`src/common/ldl_pkg.sv`:
```
// constants and carrier types for the descriptor list handler
`default_nettype none
package ldl_pkg;
   // ***************************************
   // register offsets and fields
   // ***************************************
   localparam logic [7:0]  REG_RXBASE = 8'h00;
   localparam logic [7:0]  REG_TXBASE = 8'h04;
   localparam logic [7:0]  REG_MODE   = 8'h08;
   localparam logic [7:0]  REG_STAT   = 8'h0C;
   localparam logic [7:0]  REG_RXPTR  = 8'h10;
   localparam logic [7:0]  REG_TXPTR  = 8'h14;
   localparam logic [31:0] BASE_RST   = 32'h0;
   localparam logic [31:0] MODE_RST   = 32'h0;
   localparam int          MODE_RXEN  = 0;
   localparam int          MODE_TXEN  = 1;
   localparam int          MODE_LBPOS = 10;
   localparam logic [1:0]  LB_INTERN  = 2'h1;
   localparam int          ST_TXINT   = 0;
   localparam int          ST_JAB     = 3;
   localparam int          ST_UNF     = 5;
   // ***************************************
   // descriptor layout
   // ***************************************
   localparam logic [31:0] OFS_W1     = 32'h4;
   localparam logic [31:0] OFS_W2     = 32'h8;
   localparam logic [31:0] OFS_W3     = 32'hC;
   localparam logic [31:0] DESC_STEP  = 32'h10;
   localparam int          D_OWN      = 31;
   localparam int          D_RING     = 25;
   localparam int          D_CHAIN    = 24;
   localparam int          SZ2_POS    = 11;
   localparam int          SZ1_POS    = 0;
   localparam int          SZ_W       = 11;
   localparam int          RX_FILT    = 30;
   localparam int          RX_ERRSUM  = 15;
   localparam int          RX_RUNT    = 11;
   localparam int          RX_FIRST   = 9;
   localparam int          RX_LAST    = 8;
   localparam int          RX_COLL    = 6;
   localparam int          RX_KIND    = 5;
   localparam int          RX_WDOG    = 4;
   localparam int          RX_PHY     = 3;
   localparam int          RX_ODD     = 2;
   localparam int          RX_CRC     = 1;
   localparam int          RX_OVF     = 0;
   localparam int          TX_ERRSUM  = 15;
   localparam int          TX_JAB     = 14;
   localparam int          TX_LOST    = 11;
   localparam int          TX_NOCAR   = 10;
   localparam int          TX_LATE    = 9;
   localparam int          TX_EXC     = 8;
   localparam int          TX_HB      = 7;
   localparam int          TX_UNF     = 1;
   localparam int          TX_DEF     = 0;
   typedef struct packed {
      logic overflow, watchdog, lateColl, runt, shortRunt, frameKind;
      logic filterFail, oddBits, crcErr, phyErr, collSeen, firstDesc, lastDesc;
   } ldl_rxstat_type;
   typedef struct packed {
      logic underflow, exColl, lateColl, noCarrier, lostCarrier;
      logic jabber, heartbeat, deferred;
   } ldl_txstat_type;
endpackage
`default_nettype wire

```
`src/rtl/ldl_desc_engine.sv`:
```
// descriptor list walker for receive and transmit with APB control
//
// The implementer's own choices: the register offsets and the APB register port.
`default_nettype none
module ldl_desc_engine (
   input  wire logic                  clk_sys,    // system clock
   input  wire logic                  rst_n,      // async reset
   input  wire logic                  psel,       // apb select
   input  wire logic                  penable,    // apb enable
   input  wire logic                  pwrite,     // apb direction
   input  wire logic [7:0]            paddr,      // apb address
   input  wire logic [31:0]           pwdata,     // apb write data
   output logic      [31:0]           prdata,     // apb read data
   output logic                       pready,     // apb ready
   output logic                       pslverr,    // apb error
   output logic                       memReq,     // memory request
   output logic                       memWe,      // memory write
   output logic      [31:0]           memAddr,    // memory address
   output logic      [31:0]           memWdata,   // memory write data
   input  wire logic                  memAck,     // memory done
   input  wire logic [31:0]           memRdata,   // memory read data
   output logic                       bufValid,   // buffer offered
   output logic                       bufTx,      // buffer is transmit
   output logic      [31:0]           bufAddr,    // buffer address
   output logic      [10:0]           bufSize,    // buffer bytes
   input  wire logic                  bufTaken,   // buffer accepted
   input  wire logic                  rxDone,     // rx descriptor done
   input  wire ldl_pkg::ldl_rxstat_type rxStat,   // rx completion status
   input  wire logic                  txDone,     // tx descriptor done
   input  wire ldl_pkg::ldl_txstat_type txStat    // tx completion status
);
   typedef enum logic [3:0] {
      S_IDLE, S_RD0, S_RD1, S_RD2, S_RD3, S_BUF1, S_BUF2, S_WAIT, S_WB
   } ldl_state_type;

   // ***************************************
   // functions
   // ***************************************
   function automatic logic [31:0] nextDesc(input logic [31:0] w1, a2, base, ptr);
      if (w1[ldl_pkg::D_RING])
         return base;
      else if (w1[ldl_pkg::D_CHAIN])
         return a2;
      else
         return ptr + ldl_pkg::DESC_STEP;
   endfunction

   function automatic logic [31:0] rxWord(input ldl_pkg::ldl_rxstat_type s);
      logic [31:0] w;
      logic badTail;
      logic l;
      w = 32'h0;
      l = s.lastDesc;
      badTail = s.overflow | s.watchdog;
      w[ldl_pkg::RX_LAST] = l;
      w[ldl_pkg::RX_FIRST] = s.firstDesc;
      w[ldl_pkg::RX_RUNT] = l & s.runt & ~badTail & ~s.lateColl;
      w[ldl_pkg::RX_ODD] = l & s.oddBits & ~badTail;
      w[ldl_pkg::RX_CRC] = l & s.crcErr & ~badTail;
      w[ldl_pkg::RX_KIND] = l & s.frameKind & ~s.shortRunt;
      w[ldl_pkg::RX_FILT] = l & s.filterFail & ~s.shortRunt;
      w[ldl_pkg::RX_COLL] = l & s.collSeen;
      w[ldl_pkg::RX_WDOG] = l & s.watchdog;
      w[ldl_pkg::RX_PHY] = l & s.phyErr;
      w[ldl_pkg::RX_OVF] = l & s.overflow;
      w[ldl_pkg::RX_ERRSUM] = w[ldl_pkg::RX_RUNT] | w[ldl_pkg::RX_COLL] | w[ldl_pkg::RX_CRC]
                            | w[ldl_pkg::RX_OVF] | w[ldl_pkg::RX_PHY];
      return w; // own bit stays clear
   endfunction

   function automatic logic [31:0] txWord(input ldl_pkg::ldl_txstat_type s, input logic lb);
      logic [31:0] w;
      w = 32'h0;
      w[ldl_pkg::TX_UNF] = s.underflow;
      w[ldl_pkg::TX_EXC] = s.exColl;
      w[ldl_pkg::TX_LATE] = s.lateColl & ~s.underflow;
      w[ldl_pkg::TX_NOCAR] = s.noCarrier & ~lb;
      w[ldl_pkg::TX_LOST] = s.lostCarrier & ~lb;
      w[ldl_pkg::TX_JAB] = s.jabber;
      w[ldl_pkg::TX_HB] = s.heartbeat & ~s.jabber & ~s.underflow;
      w[ldl_pkg::TX_DEF] = s.deferred;
      w[ldl_pkg::TX_ERRSUM] = w[ldl_pkg::TX_UNF] | w[ldl_pkg::TX_EXC] | w[ldl_pkg::TX_LATE]
                            | w[ldl_pkg::TX_NOCAR] | w[ldl_pkg::TX_LOST]
                            | w[ldl_pkg::TX_JAB];
      return w;
   endfunction

   // ***************************************
   // registers
   // ***************************************
   ldl_state_type st_r, st_nxt;
   logic        dir_r, dir_nxt;
   logic [31:0] rxBase_r, txBase_r, mode_r, stat_r;
   logic [31:0] rxPtr_r, txPtr_r, w1_r, a1_r, a2_r;
   logic [31:0] addr_nxt, wdata_nxt;
   logic        txHalt_r;

   // ***************************************
   // decode
   // ***************************************
   wire         apbWr   = psel & penable & pwrite;
   wire         mapped  = paddr <= ldl_pkg::REG_TXPTR && paddr[1:0] == 2'h0;
   wire         wrBase  = apbWr & paddr == ldl_pkg::REG_RXBASE;
   wire         wrTbase = apbWr & paddr == ldl_pkg::REG_TXBASE;
   wire         wrMode  = apbWr & paddr == ldl_pkg::REG_MODE;
   wire         wrStat  = apbWr & paddr == ldl_pkg::REG_STAT;
   wire         rxRun   = mode_r[ldl_pkg::MODE_RXEN];
   wire         txRun   = mode_r[ldl_pkg::MODE_TXEN] & ~txHalt_r;
   wire         lbInt   = mode_r[ldl_pkg::MODE_LBPOS +: 2] == ldl_pkg::LB_INTERN;
   wire         pickTx  = txRun & (~rxRun | ~dir_r);
   wire [31:0]  curPtr  = dir_r ? txPtr_r : rxPtr_r;
   wire [31:0]  curBase = dir_r ? txBase_r : rxBase_r;
   wire [10:0]  size1   = w1_r[ldl_pkg::SZ1_POS +: ldl_pkg::SZ_W];
   wire [10:0]  size2   = w1_r[ldl_pkg::SZ2_POS +: ldl_pkg::SZ_W];
   wire         skip2   = w1_r[ldl_pkg::D_CHAIN] | size2 == 11'h0;
   wire         done    = dir_r ? txDone : rxDone;
   wire         capTx   = st_r == S_WAIT & dir_r & txDone;
   wire         setJab  = capTx & txStat.jabber;
   wire         setUnf  = capTx & txStat.underflow;
   wire         wbDone  = st_r == S_WB & memAck;
   wire [31:0]  nxtPtr  = nextDesc(w1_r, a2_r, curBase, curPtr);

   assign pready   = 1'b1;
   assign pslverr  = psel & penable & ~mapped;
   assign memReq   = st_r inside {S_RD0, S_RD1, S_RD2, S_RD3, S_WB};
   assign memWe    = st_r == S_WB;
   assign bufTx    = dir_r;
   assign bufValid = (st_r == S_BUF1 & size1 != 11'h0)
                   | (st_r == S_BUF2 & ~skip2);
   assign bufAddr  = st_r == S_BUF2 ? a2_r : a1_r;
   assign bufSize  = st_r == S_BUF2 ? size2 : size1;

   always_comb begin
      unique case (paddr)
         ldl_pkg::REG_RXBASE: prdata = rxBase_r;
         ldl_pkg::REG_TXBASE: prdata = txBase_r;
         ldl_pkg::REG_MODE:   prdata = mode_r;
         ldl_pkg::REG_STAT:   prdata = stat_r;
         ldl_pkg::REG_RXPTR:  prdata = rxPtr_r;
         ldl_pkg::REG_TXPTR:  prdata = txPtr_r;
         default:             prdata = 32'h0;
      endcase
   end

   // ***************************************
   // walker state machine
   // ***************************************
   always_comb begin
      st_nxt = st_r;
      dir_nxt = dir_r;
      addr_nxt = memAddr;
      wdata_nxt = memWdata;
      unique case (st_r)
         S_IDLE: begin
            if (pickTx) begin
               dir_nxt = 1'b1;
               addr_nxt = txPtr_r;
               st_nxt = S_RD0;
            end else if (rxRun) begin
               dir_nxt = 1'b0;
               addr_nxt = rxPtr_r;
               st_nxt = S_RD0;
            end
         end
         S_RD0: begin
            if (memAck) begin
               // not ours yet: drop back and poll again later
               st_nxt = memRdata[ldl_pkg::D_OWN] ? S_RD1 : S_IDLE;
               addr_nxt = curPtr + ldl_pkg::OFS_W1;
            end
         end
         S_RD1: begin
            if (memAck) begin
               st_nxt = S_RD2;
               addr_nxt = curPtr + ldl_pkg::OFS_W2;
            end
         end
         S_RD2: begin
            if (memAck) begin
               st_nxt = S_RD3;
               addr_nxt = curPtr + ldl_pkg::OFS_W3;
            end
         end
         S_RD3: begin
            if (memAck)
               st_nxt = S_BUF1;
         end
         S_BUF1: begin
            if (size1 == 11'h0 || bufTaken)
               st_nxt = S_BUF2;
         end
         S_BUF2: begin
            if (skip2 || bufTaken)
               st_nxt = S_WAIT;
         end
         S_WAIT: begin
            if (done) begin
               st_nxt = S_WB;
               addr_nxt = curPtr;
               wdata_nxt = dir_r ? txWord(txStat, lbInt) : rxWord(rxStat);
            end
         end
         S_WB: begin
            if (memAck)
               st_nxt = S_IDLE;
         end
      endcase
   end

   always_ff @(posedge clk_sys or negedge rst_n) begin
      if (!rst_n) begin
         st_r <= S_IDLE;
         dir_r <= 1'b0;
         memAddr <= 32'h0;
         memWdata <= 32'h0;
      end else begin
         st_r <= st_nxt;
         dir_r <= dir_nxt;
         memAddr <= addr_nxt;
         memWdata <= wdata_nxt;
      end
   end

   always_ff @(posedge clk_sys or negedge rst_n) begin
      if (!rst_n) begin
         w1_r <= 32'h0;
         a1_r <= 32'h0;
         a2_r <= 32'h0;
      end else begin
         if (st_r == S_RD1 && memAck)
            w1_r <= memRdata;
         if (st_r == S_RD2 && memAck)
            a1_r <= memRdata;
         if (st_r == S_RD3 && memAck)
            a2_r <= memRdata;
      end
   end

   // ***************************************
   // software registers and pointers
   // ***************************************
   always_ff @(posedge clk_sys or negedge rst_n) begin
      if (!rst_n) begin
         rxBase_r <= ldl_pkg::BASE_RST;
         txBase_r <= ldl_pkg::BASE_RST;
         rxPtr_r <= ldl_pkg::BASE_RST;
         txPtr_r <= ldl_pkg::BASE_RST;
         mode_r <= ldl_pkg::MODE_RST;
      end else begin
         if (wrMode)
            mode_r <= pwdata;
         // base write restarts the list; pointer change mid-walk is on software
         if (wrBase)
            rxBase_r <= pwdata;
         if (wrTbase)
            txBase_r <= pwdata;
         if (wrBase)
            rxPtr_r <= pwdata;
         else if (wbDone && !dir_r)
            rxPtr_r <= nxtPtr;
         if (wrTbase)
            txPtr_r <= pwdata;
         else if (wbDone && dir_r)
            txPtr_r <= nxtPtr;
      end
   end

   // events win over a same-cycle write-one-to-clear
   always_ff @(posedge clk_sys or negedge rst_n) begin
      if (!rst_n) begin
         stat_r <= 32'h0;
         txHalt_r <= 1'b0;
      end else begin
         stat_r <= (stat_r & ~({32{wrStat}} & pwdata))
                 | (32'(setJab) << ldl_pkg::ST_JAB)
                 | (32'(setUnf) << ldl_pkg::ST_UNF)
                 | (32'(setUnf) << ldl_pkg::ST_TXINT);
         if (setJab || setUnf)
            txHalt_r <= 1'b1;
         else if (wrMode)
            txHalt_r <= 1'b0;
      end
   end
endmodule
`default_nettype wire

```
`config.mk`:
```
export PLATFORM = sky130hd
export DESIGN_NAME = ldl_desc_engine
export DESIGN_NICKNAME = d
export VERILOG_FILES = /design/src/common/ldl_pkg.sv /design/src/rtl/ldl_desc_engine.sv
export SDC_FILE = /design/constraint.sdc
export NUM_CORES = 1
export LEC_CHECK = 0
export BUFFER_PORTS_ARGS = -buffer_cell sky130_fd_sc_hd__buf_2
export CORE_MARGIN = 4
export CORE_UTILIZATION = 40
export CTS_BUF_LIST = sky130_fd_sc_hd__clkbuf_4 sky130_fd_sc_hd__clkbuf_8 sky130_fd_sc_hd__clkbuf_16
export DETAILED_ROUTE_END_ITERATION = 8
export PLACE_DENSITY = 0.68
export SYNTH_ARGS = -nofsm -noshare
export SYNTH_HDL_FRONTEND = slang
export SYNTH_SLANG_ARGS = --single-unit
```
`constraint.sdc`:
```
create_clock -name clk_sys -period 9.78 [get_ports clk_sys]
set_input_delay 0.978 -clock clk_sys [delete_from_list [all_inputs] [get_ports clk_sys]]
set_output_delay 0.978 -clock clk_sys [all_outputs]
set_load 0.01 [all_outputs]
```
# Word-level counts from Yosys, hierarchy flattened
# Cells that the tools add are included.
# classes
addsub,4
order_cmp,1
n_eq_ne,23
muxes,36
n_bitwise,66
reduce_logical,26
# ops
cell,count
32-bit two-way mux,15
32-bit case mux with 6 select lines,1
32-bit case mux with 5 select lines,1
"32-bit by 4-bit adder with 32-bit output, second input constant",2
32-bit bitwise AND,2
4-bit two-way mux,10
1-bit bitwise AND,36
4-bit case mux with 9 select lines,1
"32-bit by 3-bit adder with 32-bit output, second input constant",1
"32-bit by 5-bit adder with 32-bit output, second input constant",1
32-bit inverter,1
32-bit by 1-bit OR with 32-bit output,1
32-bit by 4-bit OR with 32-bit output,1
32-bit by 6-bit OR with 32-bit output,1
31-bit two-way mux,1
11-bit logical NOT,2
"4-bit by 3-bit equality test with 1-bit output, second input constant",4
"8-bit by 4-bit equality test with 1-bit output, second input constant",2
"8-bit by 5-bit equality test with 1-bit output, second input constant",2
1-bit OR,13
11-bit two-way mux,1
1-bit inverter,11
11-bit nonzero test,1
"2-bit inequality test, second input constant",5
21 further kinds,40
# word_totals
regBits,352
input_bits,102
output_inout_bits,145
wordCells,170

# Longest topological paths before layout
# depth
depth_word,9
depth_mapped,16
depth_no_buf,9

# Least setup slack after synthesis
# Ideal clock, no wire load.
# synth_path
path_type,input port to output port
from,in paddr[2]
to,out prdata[11]
t_arrival_ns,2.967
required_ns,8.802
setup_slack_ns,5.835
cell_stages,6
path_buffers,4
path_cell_list,clkbuf_1 > buf_1 > clkbuf_1 > buf_1 > mux2i_1 > o21ai_0
# synth_between
elab_chain_cells,2
elab_cells_between_ends,7
classes_between,eq/ne: 5; mux: 1; reduce/logical: 1
# synth_lines
element,line,rtl
from (decl),ldl_desc_engine.sv:11,"input wire logic [7:0] paddr,"
8-bit by 5-bit equality test with 1-bit output (tied with other cells),ldl_desc_engine.sv:134,unique case (paddr)
32-bit case mux with 6 select lines (*),ldl_desc_engine.sv:134,
to (decl),ldl_desc_engine.sv:13,"output logic [31:0] prdata,"
# Mark *: on every way between the ends. The rest lies on a longest branch, timed or not.

# Final worst setup path
# layout_path
from,in paddr[7]
to,out prdata[16]
# Same word-level chain as after synthesis.

==> flow_metrics.tcl <==
set metrics [dict create \
    outcome "complete, no violations" \
    hpwl_um 51100 \
    min_period_ns 4.60 \
    worstHoldPathType "flop to flop" \
    min_to "memWdata[7]" \
    crit_required_ns 8.80 \
    yosysTopAreaCell "dfrtp_1" \
    routed.top_layer "met4" \
    synth-edff-count 0 \
    max_slew.worst_pin.slew_ns 1.25 \
    whs_ns 0.460 \
    cpMostUsedCell "buf_2" \
    finalInstanceArea_um2 21800 \
    max_freq_mhz 217 \
    grt-ovfl-total 0 \
    path_cells "buf_2, or4_1, nor3_2, nand2_1, o221ai_1, buf_2" \
    met1Wirelength_um 27500 \
    cts.repair.resized 0 \
    final_util 0.467 \
    place_area_um2 20500 \
    p_leak_nw 9.97 \
    rsz0062_at_grt "no" \
    fin_nets 2262 \
    drive_above_1_share 0.250 \
    r2r_end "memAddr[22]" \
    ys_seq_elements 333 \
    area_growth_pct 15.0 \
    synth_most_common_cell "nand2_1" \
    num_io_pins 247 \
    slowest_delay_ns 0.76 \
    drt_iter0_drc 1800 \
    synthesis.instances 1990 \
    diodes 0 \
    reg2reg_depth 9 \
    synth_seq_area_share 0.439 \
    firstDrtPassIters 6 \
    slew_violations 0 \
    port_buffers 228 \
    route.met3.wl_um 4980 \
    cp_top_family "simple AND/OR/NAND/NOR gates" \
    p_per_area_nw_per_um2 266 \
    ant_nets 0 \
    die-area_um2 51000 \
    htree_num_levels 2 \
    criticalPathCategory "input port to primary output" \
    clock_path_buffers 3 \
    place_congestion 0.994 \
    slew-limit-headroom 0.166 \
    numCtsBuffers 38 \
    setup_tns_ns 0 \
    ir_worst_vdd_v 0.000124 \
    place_ws_ns 5.24 \
    fillCellCount 4392 \
    worstSetupStartpointType "input port" \
    vias 17400 \
    core_um2 46800 \
    synth_top_area_frac 0.439 \
    holdCritStartpoint "memWdata[7]" \
    grt_max_degree 126 \
    ys_top_cells_by_count "360 x nand2_1, 333 x dfrtp_1, 185 x mux2_2" \
    grt_antenna_before_repair 0 \
    ys.flop_type "dfrtp_1" \
    root_buffer "clkbuf_16" \
    drc 0 \
    fin_skew_ns 0.0260 \
    grt_pass1_vias 17100 \
    path_buf_inv 2 \
    synth.distinct_cells 83 \
    post_drt_wl_per_cell_um 25.6 \
    regToRegSetupSlack_ns 5.70 \
    crit_arrival_ns 3.63 \
    async_reset_ff_frac 1.00 \
    hold_buffers 0 \
    yosysWarnings 0 \
    setup_viol 0 \
    r2r_start "bufTx" \
    track_usage 0.273 \
    clkSlewWorstSetupHoldPaths_ns 0.05 \
    wl_met2_um 34500 \
    cap_violations 0 \
    cts_sinks 333 \
    synth.area.top_cells "dfrtp_1 44%, mux2_2 11%, nand2_1 7.1%, mux2i_1 5.9%, a21oi_1 3.1%" \
    whs_path_depth 2 \
    syn_avg_cell_area_um2 9.53 \
    die_w_um 226 \
    syn-cell-area_um2 19000 \
    die_h_um 226 \
    start_util 0.406 \
    cts_tree "built" \
    clock_latency_ns 0.58 \
    setup_slack_ns 5.18 \
    cp_max_fo 19 \
    postCtsSetupBuffers 0 \
    hold_viol 0 \
    grt_pass1_wl_um 106000 \
    num_rows 79 \
    routed_via_density 6.23 \
    min_period_over_period 0.471 \
    critPathSlowestCell "nand2_1" \
    wirelength_um 71500 \
    end_kind "primary output" \
]
[cell type report]
class                           count  area [um2]  area share
Sequential cell                   333        8340       0.382
Tap cell                          607         759      0.0348
Multi-Input combinational cell   1500        9960       0.456
Clock buffer                       50        1070      0.0491
Clock inverter                     15         206     0.00946
Timing Repair Buffer              262        1410      0.0646
Inverter                           21        78.8     0.00361
[power by group]
part / total (mW) / switching, mW / internal [mW]
logic: 2.23 / 1.35 / 0.879
clock network: 1.47 / 0.609 / 0.859
registers: 2.11 / 0.392 / 1.71
[cells by family after synthesis]
| group | count (synthesis) | share of synthesized area |
|---|---|---|
| AOI/OAI and AO/OA | 469 | 0.165 |
| muxes | 306 | 0.180 |
| buffers and inverters | 173 | 0.0406 |
| DFF | 333 | 0.439 |
| other | 2 | 0.000396 |
| adders and majority gates | 4 | 0.00303 |
| and+or+nand+nor | 690 | 0.166 |
| xor gates and xnor gates | 13 | 0.00600 |
[layer usage]
layer,track usage,up-vias
li1,-,7565
met1,0.345,8695
met2,0.455,901
met3,0.0370,196
met4,0.146,0
met5,0,-
[placed cells by master (no fill, tap or decap), drive strengths merged, types with 32 or more instances in the layout]
cell type	netlist	routed
buf	58	262
clkbuf	94	50
dfrtp	333	333
nand3	57	57
a31oi	32	32
nor2	121	121
o211ai	37	37
mux2i	111	111
o21ai	78	78
a21oi	119	119
mux2	185	185
nand2	360	360
[registers in the layout, indices dropped and copies added, names as in the netlist]
signal,flops
memAddr,32
a2_r,32
txHalt_r,1
memWdata,15
stat_r,32
rxBase_r,32
st_r,4
bufTx,1
txBase_r,32
mode_r,32
rxPtr_r,32
txPtr_r,32
w1_r,24
a1_r,32
[worst register-to-register path, cell delays in order (launching register included)]
cell and delay (ns):
dfrtp_4 0.72, mux2_2 0.36, clkinv_1 0.29, fa_1 0.56, a221oi_1 0.85, buf_4 0.27
o22ai_1 0.10, a22o_1 0.27, a211oi_1 0.39, a21oi_1 0.13
[through the flow]
stage,cells,power (mW)
3_5_place_dp,2723,4.32
3_3_place_gp,2723,4.28
4_1_cts,2788,5.80
2_1_floorplan,2006,3.33
6_report,2788,5.81
5_1_grt,2788,6.07
[worst max-delay path by stage]
stage / start / to / slack [ns] / depth (start not counted)
2_1_floorplan: paddr[2] / prdata[11] / 5.84 / 6
3_3_place_gp: paddr[7] / prdata[28] / 5.34 / 6
3_5_place_dp: paddr[7] / prdata[13] / 5.24 / 6
4_1_cts: paddr[7] / prdata[13] / 5.23 / 6
5_1_grt: paddr[7] / prdata[14] / 4.97 / 6
6_report: paddr[7] / prdata[16] / 5.18 / 6
Note: power is estimated with default switching activity, not from simulation.
